<file path="src/inc/kms_pkg.sv">
// Constants, register map and types for the key matrix scanner.
// Behaviour
// - Scan keys sequentially, at most 8x20 matrix.
// - Programmable active rows and columns bound scans.
// - Sixteen entry key code buffer holds keys.
// - Scan steps run at 128 kHz tick.
// - Report all keys except masked modifiers; ghost locks the ghost key.
// - Codes kept until read; overflow drops new.
// - Row inputs debounced and glitch filtered.
// - Three states; Idle after reset.
// - Idle drives columns high, watches rows.
// - Row change in Idle requests clock, scans.
// - Idle clears row-hit and key index.
// - Row counter wraps, then column advances.
// - Both terminal counts move to Scan End.
// - Key index advances per scanned position.
// - Multi-hit column ORs rows into accumulator.
// - Hit in earlier multi-hit column's row sets ghost.
// - Scan End rescans if keys, else Idle.
// - Host polls key status register.
package kms_pkg;

  localparam int unsigned MAX_ROWS  = 8;
  localparam int unsigned MAX_COLS  = 20;
  localparam int unsigned BUF_DEPTH = 16;

  // Timing: scan tick rate derived from the core clock.
  localparam int unsigned CLK_HZ      = 25000000;
  localparam int unsigned SCAN_HZ     = 128000;
  localparam int unsigned TICK_CYCLES = CLK_HZ / SCAN_HZ;

  // Register byte offsets on APB.
  localparam logic [7:0] OFS_CTRL   = 8'h00;
  localparam logic [7:0] OFS_STATUS = 8'h04;
  localparam logic [7:0] OFS_DATA   = 8'h08;
  localparam logic [7:0] OFS_MOD0   = 8'h0C;
  localparam logic [7:0] OFS_MOD1   = 8'h10;

  // Control field positions and reset values.
  localparam int unsigned CTRL_ROWS_LSB = 0;
  localparam int unsigned CTRL_COLS_LSB = 4;
  localparam int unsigned CTRL_EN_BIT   = 12;
  localparam logic [3:0] RST_ROWS = 4'h8;
  localparam logic [4:0] RST_COLS = 5'h14;

  // Status field positions.
  localparam int unsigned ST_CNT_LSB   = 0;
  localparam int unsigned ST_EMPTY_BIT = 8;
  localparam int unsigned ST_FULL_BIT  = 9;
  localparam int unsigned ST_OVF_BIT   = 10;
  localparam int unsigned ST_GHOST_BIT = 11;
  localparam int unsigned ST_ACT_BIT   = 12;
  localparam int unsigned ST_CLKR_BIT  = 13;
  localparam int unsigned ST_STATE_LSB = 16;

  typedef enum logic [1:0] {KMS_IDLE, KMS_SCAN, KMS_SCAN_END} kms_state_t;

  // One key event as stored in the buffer.
  typedef struct packed {
    logic       release_evt;
    logic [7:0] index;
  } kms_code_t;

endpackage : kms_pkg

</file>
<file path="src/hw/kms_scanner.sv">
// Key matrix scanner with APB register access.
`timescale 1ns/100ps
module kms_scanner
  import kms_pkg::*;
#(
  parameter int unsigned DEBOUNCE_SCANS = 3,
  parameter int unsigned TICK_DIV       = TICK_CYCLES
) (
  // Clock and reset.
  input  wire logic                core_clk,
  input  wire logic                arst_n,
  // APB slave.
  input  wire logic                psel,
  input  wire logic                penable,
  input  wire logic                pwrite,
  input  wire logic [7:0]          paddr,
  input  wire logic [31:0]         pwdata,
  output logic      [31:0]         prdata,
  output logic                     pready,
  output logic                     pslverr,
  // Key matrix.
  output logic      [MAX_COLS-1:0] col_drive,
  input  wire logic [MAX_ROWS-1:0] row_in,
  // Clock request to the shared low speed clock source.
  input  wire logic                lsclk_busy,
  output logic                     lsclk_req
);

  // Three-stage synchroniser; the first stage feeds only the second.
  logic [MAX_ROWS-1:0] row_s1, row_s2, row_s3;
  always_ff @(posedge core_clk or negedge arst_n) begin
    if (!arst_n) begin
      row_s1 <= '0;
      row_s2 <= '0;
      row_s3 <= '0;
    end else begin
      row_s1 <= row_in;
      row_s2 <= row_s1;
      row_s3 <= row_s2;
    end
  end

  // Glitch filter: a row level counts only when stages two and three agree.
  logic [MAX_ROWS-1:0] row_f;
  always_ff @(posedge core_clk or negedge arst_n) begin
    if (!arst_n) begin
      row_f <= '0;
    end else begin
      for (int i = 0; i < MAX_ROWS; i++) begin
        if (row_s2[i] == row_s3[i]) begin
          row_f[i] <= row_s2[i];
        end
      end
    end
  end

  // Registers.
  logic [3:0]  cfg_rows;
  logic [4:0]  cfg_cols;
  logic        cfg_en;
  logic [63:0] mod_mask;
  logic        ovf;
  logic        ghost;

  // Scan state.
  kms_state_t  state;
  logic [$clog2(TICK_DIV+1)-1:0] tick_cnt;
  logic        tick;
  logic [2:0]  row_cnt;
  logic [4:0]  col_cnt;
  logic [7:0]  key_idx;
  logic [7:0]  row_hit;
  logic [7:0]  col_acc;
  logic        any_key;
  logic [MAX_ROWS-1:0] idle_ref;

  // Debounce state per key position, and accepted level.
  localparam int unsigned NKEYS = MAX_ROWS * MAX_COLS;
  localparam int unsigned DBW   = $clog2(DEBOUNCE_SCANS + 1);
  logic [DBW-1:0]   db_cnt [NKEYS];
  logic [NKEYS-1:0] key_state;
  logic [NKEYS-1:0] key_lock;

  // Buffer.
  kms_code_t buf_mem [BUF_DEPTH];
  logic [3:0] wr_ptr, rd_ptr;
  logic [4:0] fill;

  // Column decode for the column drive register.
  function automatic logic [MAX_COLS-1:0] col_onehot(input logic [4:0] c);
    col_onehot = '0;
    if (c < 5'(MAX_COLS)) begin
      col_onehot[c] = 1'b1;
    end
  endfunction : col_onehot

  // Address match helper used by the read and write paths.
  function automatic logic hit(input logic [7:0] a, input logic [7:0] o);
    hit = (a == o);
  endfunction : hit

  // APB decode; slave always answers in the access cycle.
  logic apb_wr, apb_rd;
  assign apb_wr = psel & penable & pwrite;
  assign apb_rd = psel & penable & ~pwrite;

  // Scan tick generator; runs only while the clock is requested.
  // A new column needs one edge to reach the pins, three synchroniser edges and
  // one filter edge before its rows show in row_f.
  // TICK_DIV below six would therefore sample row zero of a column with the
  // previous column's data, so slow sim settings must stay at six or more.
  always_ff @(posedge core_clk or negedge arst_n) begin
    if (!arst_n) begin
      tick_cnt <= '0;
      tick     <= 1'b0;
    end else if (!lsclk_req) begin
      tick_cnt <= '0;
      tick     <= 1'b0;
    end else if (tick_cnt == ($bits(tick_cnt))'(TICK_DIV - 1)) begin
      tick_cnt <= '0;
      tick     <= 1'b1;
    end else begin
      tick_cnt <= tick_cnt + 1'b1;
      tick     <= 1'b0;
    end
  end

  // Current sampled key and its flat index.
  logic       cur_hit;
  logic [7:0] flat;
  assign cur_hit = row_f[row_cnt];
  assign flat    = 8'(col_cnt * MAX_ROWS + row_cnt);

  // Debounced decision on this position after the scan sample.
  logic db_done;
  logic is_mod;
  assign db_done = (db_cnt[flat] == DBW'(DEBOUNCE_SCANS - 1)) && (cur_hit != key_state[flat]);
  assign is_mod  = mod_mask[key_idx[5:0]] && (key_idx < 8'h40);

  // Ghost test: hit here while an earlier multi-hit column used this row.
  logic ghost_now;
  assign ghost_now = (state == KMS_SCAN) && tick && cur_hit && row_hit[row_cnt];

  // New key event towards the buffer.
  logic push;
  assign push = (state == KMS_SCAN) && tick && db_done && !key_lock[flat] && !ghost_now && !is_mod;

  // State machine and scan counters.
  always_ff @(posedge core_clk or negedge arst_n) begin
    if (!arst_n) begin
      state     <= KMS_IDLE;
      row_cnt   <= '0;
      col_cnt   <= '0;
      key_idx   <= '0;
      row_hit   <= '0;
      col_acc   <= '0;
      any_key   <= 1'b0;
      lsclk_req <= 1'b0;
      idle_ref  <= '0;
    end else begin
      case (state)
        KMS_IDLE: begin
          row_cnt  <= '0;
          col_cnt  <= '0;
          key_idx  <= '0;
          row_hit  <= '0;
          col_acc  <= '0;
          any_key  <= 1'b0;
          idle_ref <= row_f;
          if (cfg_en && (row_f != idle_ref)) begin
            lsclk_req <= ~lsclk_busy;
            state     <= KMS_SCAN;
          end
        end
        KMS_SCAN: begin
          if (lsclk_busy) begin
            lsclk_req <= 1'b1;
          end
          if (tick) begin
            key_idx <= key_idx + 1'b1;
            if (cur_hit || key_state != '0) begin
              any_key <= 1'b1;
            end
            if (row_cnt == 3'(cfg_rows - 1'b1)) begin
              row_cnt <= '0;
              // The index jumps to the next column's first position, so it always
              // equals col*8+row even when fewer rows are active.
              key_idx <= 8'((col_cnt + 5'h01) * MAX_ROWS);
              // Fold a multi-hit column into the accumulator.
              if ($countones(col_acc | ({7'h00, cur_hit} << row_cnt)) >= 2 ||
                  $countones(row_f & (8'hFF >> (8 - cfg_rows))) >= 2) begin
                row_hit <= row_hit | row_f;
              end
              col_acc <= '0;
              if (col_cnt == 5'(cfg_cols - 1'b1)) begin
                col_cnt <= '0;
                state   <= KMS_SCAN_END;
              end else begin
                col_cnt <= col_cnt + 1'b1;
              end
            end else begin
              row_cnt <= row_cnt + 1'b1;
              // Each row keeps its own bit, so two hits in a column count as two.
              col_acc <= col_acc | ({7'h00, cur_hit} << row_cnt);
            end
          end
        end
        KMS_SCAN_END: begin
          key_idx <= '0;
          row_hit <= '0;
          if (any_key) begin
            any_key <= 1'b0;
            state   <= KMS_SCAN;
          end else begin
            lsclk_req <= 1'b0;
            idle_ref  <= row_f;
            state     <= KMS_IDLE;
          end
        end
        default: state <= KMS_IDLE;
      endcase
    end
  end

  // Columns: all high in Idle, only the scanned column high in Scan.
  // Scan End keeps the first column driven when another pass follows; an
  // all-high cycle there would delay the first sample of the new pass.
  always_ff @(posedge core_clk or negedge arst_n) begin
    if (!arst_n) begin
      col_drive <= '1;
    end else if (state == KMS_SCAN || (state == KMS_SCAN_END && any_key)) begin
      col_drive <= col_onehot(col_cnt);
    end else begin
      col_drive <= '1;
    end
  end

  // Per-key debounce counters, one per matrix position.
  for (genvar k = 0; k < NKEYS; k++) begin : g_db
    always_ff @(posedge core_clk or negedge arst_n) begin
      if (!arst_n) begin
        db_cnt[k]    <= '0;
        key_state[k] <= 1'b0;
        key_lock[k]  <= 1'b0;
      end else if (state == KMS_SCAN && tick && flat == 8'(k)) begin
        if (cur_hit == key_state[k]) begin
          db_cnt[k] <= '0;
        end else if (db_done) begin
          db_cnt[k]    <= '0;
          key_state[k] <= cur_hit;
          // Ghost keys stay locked until released, sparing other keys.
          key_lock[k]  <= cur_hit & (ghost_now | key_lock[k]);
        end else begin
          db_cnt[k] <= db_cnt[k] + 1'b1;
        end
      end
    end
  end

  // Key code buffer write; a full buffer drops the code.
  always_ff @(posedge core_clk) begin
    if (push && fill < 5'(BUF_DEPTH)) begin
      buf_mem[wr_ptr] <= '{release_evt: ~cur_hit, index: key_idx};
    end
  end

  // Buffer pointers; entries leave only on a host read.
  logic pop;
  assign pop = apb_rd && hit(paddr, OFS_DATA) && (fill != '0);
  always_ff @(posedge core_clk or negedge arst_n) begin
    if (!arst_n) begin
      wr_ptr <= '0;
      rd_ptr <= '0;
      fill   <= '0;
    end else begin
      if (push && fill < 5'(BUF_DEPTH)) begin
        wr_ptr <= wr_ptr + 1'b1;
      end
      if (pop) begin
        rd_ptr <= rd_ptr + 1'b1;
      end
      fill <= fill + 5'(push && fill < 5'(BUF_DEPTH)) - 5'(pop);
    end
  end

  // Sticky flags: hardware set wins over a software clear.
  always_ff @(posedge core_clk or negedge arst_n) begin
    if (!arst_n) begin
      ovf   <= 1'b0;
      ghost <= 1'b0;
    end else begin
      if (push && fill == 5'(BUF_DEPTH)) begin
        ovf <= 1'b1;
      end else if (apb_wr && hit(paddr, OFS_STATUS) && pwdata[ST_OVF_BIT]) begin
        ovf <= 1'b0;
      end
      if (ghost_now) begin
        ghost <= 1'b1;
      end else if (apb_wr && hit(paddr, OFS_STATUS) && pwdata[ST_GHOST_BIT]) begin
        ghost <= 1'b0;
      end
    end
  end

  // Configuration writes; row and column counts are clamped to the matrix.
  always_ff @(posedge core_clk or negedge arst_n) begin
    if (!arst_n) begin
      cfg_rows <= RST_ROWS;
      cfg_cols <= RST_COLS;
      cfg_en   <= 1'b0;
      mod_mask <= '0;
    end else if (apb_wr) begin
      if (hit(paddr, OFS_CTRL)) begin
        cfg_rows <= (pwdata[CTRL_ROWS_LSB+:4] == '0) ? 4'h1 :
                    (pwdata[CTRL_ROWS_LSB+:4] > RST_ROWS) ? RST_ROWS : pwdata[CTRL_ROWS_LSB+:4];
        cfg_cols <= (pwdata[CTRL_COLS_LSB+:5] == '0) ? 5'h01 :
                    (pwdata[CTRL_COLS_LSB+:5] > RST_COLS) ? RST_COLS : pwdata[CTRL_COLS_LSB+:5];
        cfg_en   <= pwdata[CTRL_EN_BIT];
      end
      if (hit(paddr, OFS_MOD0)) begin
        mod_mask[31:0] <= pwdata;
      end
      if (hit(paddr, OFS_MOD1)) begin
        mod_mask[63:32] <= pwdata;
      end
    end
  end

  // Read mux; the status word is what firmware polls.
  logic [31:0] next_prdata;
  logic        next_err;
  always_comb begin
    next_prdata = '0;
    next_err    = 1'b0;
    case (paddr)
      OFS_CTRL: begin
        next_prdata[CTRL_ROWS_LSB+:4] = cfg_rows;
        next_prdata[CTRL_COLS_LSB+:5] = cfg_cols;
        next_prdata[CTRL_EN_BIT]      = cfg_en;
      end
      OFS_STATUS: begin
        next_prdata[ST_CNT_LSB+:5]   = fill;
        next_prdata[ST_EMPTY_BIT]    = (fill == '0);
        next_prdata[ST_FULL_BIT]     = (fill == 5'(BUF_DEPTH));
        next_prdata[ST_OVF_BIT]      = ovf;
        next_prdata[ST_GHOST_BIT]    = ghost;
        next_prdata[ST_ACT_BIT]      = (key_state != '0);
        next_prdata[ST_CLKR_BIT]     = lsclk_req;
        next_prdata[ST_STATE_LSB+:2] = state;
      end
      OFS_DATA: begin
        if (fill != '0) begin
          next_prdata[8:0] = buf_mem[rd_ptr];
        end
      end
      OFS_MOD0: next_prdata = mod_mask[31:0];
      OFS_MOD1: next_prdata = mod_mask[63:32];
      default:  next_err    = 1'b1;
    endcase
  end

  // Registered answer: pready rises in the first access cycle.
  always_ff @(posedge core_clk or negedge arst_n) begin
    if (!arst_n) begin
      prdata  <= '0;
      pready  <= 1'b0;
      pslverr <= 1'b0;
    end else begin
      pready  <= psel & ~penable;
      prdata  <= next_prdata;
      pslverr <= psel & ~penable & next_err;
    end
  end

endmodule : kms_scanner

</file>
<file path="config.mk">
export PLATFORM = sky130hd
export DESIGN_NAME = kms_scanner
export DESIGN_NICKNAME = d
export VERILOG_FILES = /design/src/inc/kms_pkg.sv /design/src/hw/kms_scanner.sv
export SDC_FILE = /design/constraint.sdc
export NUM_CORES = 2
export LEC_CHECK = 0
export BUFFER_PORTS_ARGS = -buffer_cell sky130_fd_sc_hd__buf_2
export CORE_MARGIN = 3
export CORE_UTILIZATION = 60
export CTS_CLUSTER_SIZE = 16
export DETAILED_ROUTE_END_ITERATION = 10
export GPL_TIMING_DRIVEN = 1
export HOLD_SLACK_MARGIN = 0.03
export PLACE_DENSITY_LB_ADDON = 0.3
export SYNTH_ARGS = -nofsm -noshare
export SYNTH_HDL_FRONTEND = slang
export SYNTH_SLANG_ARGS = --single-unit
</file>
<file path="constraint.sdc">
create_clock -name core_clk -period 7.61 [get_ports core_clk]
set_input_delay 0.761 -clock core_clk [delete_from_list [all_inputs] [get_ports core_clk]]
set_output_delay 0.761 -clock core_clk [all_outputs]
set_load 0.01 [all_outputs]
</file>
==> flow_metrics.tcl <==
set metrics [dict create \
    postCtsHoldBufs 0 \
    core_area_um2 87560 \
    postLayoutCoreUtil_pct 66.45 \
    cp.arrival_ns 7.00 \
    crit_start "row_cnt[0]" \
    numCtsBuffers 104 \
    synth_ff_type "dfrtp_1" \
    worstMarginPinSlew_ns 1.465 \
    crit_fanout 86 \
    worstSetupStartpointType "flop" \
    synth-seq-area-share_pct 48.83 \
    r2r_start "row_cnt[0]" \
    netlist_area_um2 53400 \
    min_path_type "input port to asynchronous set/reset pin" \
    wl_per_cell_um 27.84 \
    final_cells 5924 \
    min_period_ns 6.405 \
    antenna_left 0 \
    die_w_um 304.3 \
    rows 108 \
    dpl.cell_count 5728 \
    cts_tree "built" \
    post-place-ws_ns 1.409 \
    ys_warn_count 0 \
    start_util_pct 60.98 \
    cp.required_ns 8.21 \
    cts_buffer_depth 3 \
    grt_antenna_before_repair 9 \
    path_clk_slew_ns 0.06 \
    maxSlewHeadroom_pct 1.436 \
    final_cell_mix "dfrtp_1, a21oi_1, o31ai_1" \
    async_flop_share_pct 85.77 \
    fin_crit_sh_pct 84.16 \
    grt_usage_pct 34.94 \
    nNetsFinal 4776 \
    numClockSinks 1012 \
    fillCellCount 6361 \
    endpoint_kind "flop" \
    cts-root-buf "clkbuf_16" \
    htreeDepth 3 \
    drc 1 \
    fin_tns_setup_ns 0 \
    vias_per_cell 7.251 \
    ys_ff_latch 1012 \
    place_congestion 0.9524 \
    setup_viol 0 \
    syn_inst 4748 \
    ctsResizeCount 0 \
    maxCapViolCount 1 \
    drtPass1Iterations 9 \
    dieArea_um2 92610 \
    die_h_um 304.3 \
    final_layout_size_suffix_gt1_share_pct 15.52 \
    port_buffers 108 \
    hpwlAfterDp_mm 104.7 \
    io_pins 109 \
    violations "DRC, capacitance limit" \
    crit_type "flop to flop" \
    syn-num-nets 4845 \
    drt_iter0_drc 5934 \
    synth_edf_count 144 \
    vias 42960 \
    yosysUniqueCellTypes 72 \
    areaGrowthSynthToFinish_pct 8.977 \
    status "finished, violations left" \
    ir_worst_vdd_mv 0.2548 \
    overflow 0 \
    p_per_area_nw_per_um2 227.8 \
    final_common_cell "dfrtp_1" \
    grt_pass1_vias 41730 \
    hold_slack_ns 0.08212 \
    fin_worst_skew_ns 0.05924 \
    post-cts-setup-buffers 0 \
    setup_ws_ns 1.205 \
    grt_first_pass_wirelength_mm 253.7 \
    grt_max_degree 205 \
    rsz0062_at_grt "false" \
    synth.avg_cell_area_um2 11.25 \
    clk_latency_ns 0.71 \
    routed_wl_mm 164.9 \
    hold_viol 0 \
    slew_violations 0 \
    p_leak_nw 23.08 \
    fmax_mhz 156.1 \
]
[synthesized netlist by cell type (15+ instances only)]
cell type  instances  share of area (%)
nor4_1            46               0.54
ha_1              34               0.80
dfstp_2           23                1.1
o31ai_1          324                4.6
nand2_1          247                1.7
xnor2_1          184                3.0
a21oi_1          390                3.7
inv_1             36               0.25
nor2b_1          134                1.6
nor3b_1           42               0.59
buf_6             23               0.49
buf_1             38               0.27
o311ai_0          74                1.2
a41oi_1           74                1.2
buf_2             96               0.90
nor3_1           251                2.4
and3_1            24               0.28
a21o_1            29               0.41
a22oi_1           74                1.0
o21ai_0          130                1.2
a31oi_1          107                1.3
nor2_1           209                1.5
edfxtp_1         144                8.1
mux2_2           141                3.0
nand3_1           46               0.43
mux2i_1          161                3.0
clkbuf_1         196                1.4
mux4_2           169                7.1
nand4_1           15               0.18
dfrtp_1          845                 40
a22o_1           285                4.7
and2_1            18               0.21
[layout make-up]
class	instances	area, µm²	area share [%]
diodes	2	5.005	0.008601
clock buffers	144	2973	5.109
clock inverters	50	614.3	1.056
inverters	38	145.1	0.2494
multi-input cells	3331	25590	43.98
flip-flops and latches	1012	26090	44.83
well taps	1155	1445	2.484
repair buffers	192	1331	2.288
[worst max-delay path: stages, from the launching register on]
cell and delay [ns]:
dfrtp_4 0.49, buf_4 0.62, nor2b_2 0.28, buf_4 0.34, a22oi_1 0.21, a21oi_1 0.14, o41ai_1 0.78, nand3_1 0.17
o41ai_1 0.65, or4_4 0.66, buf_4 0.54, buf_4 0.84, o21ai_0 0.28, o31ai_1 0.12
[routing by layer]
layer  global-route usage (%)  vias up  part of all wire, %
li1                         -    18270                    -
met1                    46.41    21350                   37
met2                    52.18     2690                   44
met3                    9.472      635                   12
met4                    19.98       14                  6.5
met5                        0        -                 0.11
[where the power goes]
group | leakage, nW | internal, W | switching [W]
logic | 8.13 | 0.000549 | 0.00153
clock network | 1.76 | 0.00308 | 0.00228
registers | 13.2 | 0.00568 | 0.000139
[worst paths after layout]
path / endpoint / slack (ns) / depth (start not counted)
setup / recovery: key_state[49] / 1.21 / 13
hold / removal: key_state[112] / 0.08 / 1
setup reg to reg: key_state[49] / 1.21 / 13
hold reg to reg: row_s2[4] / 0.34 / 0
max in group asynchronous: row_s2[5] / 5.83 / 2
min in group core_clk: row_s1[2] / 0.18 / 1
[metrics by stage]
stage | power (W) | cell area [µm²]
after global routing | 0.01365 | 58190
after CTS | 0.01322 | 58180
after detailed placement | 0.007917 | 54600
after floorplan | 0.007296 | 53400
final | 0.01326 | 58190
after global placement | 0.007871 | 54600
[registers in the layout (all words and copies together) (netlist names), 20 cells and up]
name,flops
buf_mem,144
col_drive,20
db_cnt,320
key_lock,160
key_state,160
mod_mask,64
prdata,32
[cell families (layout without fill, tap and decap cells)]
group	after synthesis	after routing	synth area share, %
AOI/OAI and AO/OA	1538	1538	20.06
and+or+nand+nor	1075	1075	9.999
DFF	1012	1012	48.83
muxes	471	471	13.12
buffers and inverters	405	424	3.494
xor gates and xnor gates	196	196	3.215
adders and majority gates	51	51	1.284
other	0	2	0
(Power assumes the default switching activity.)
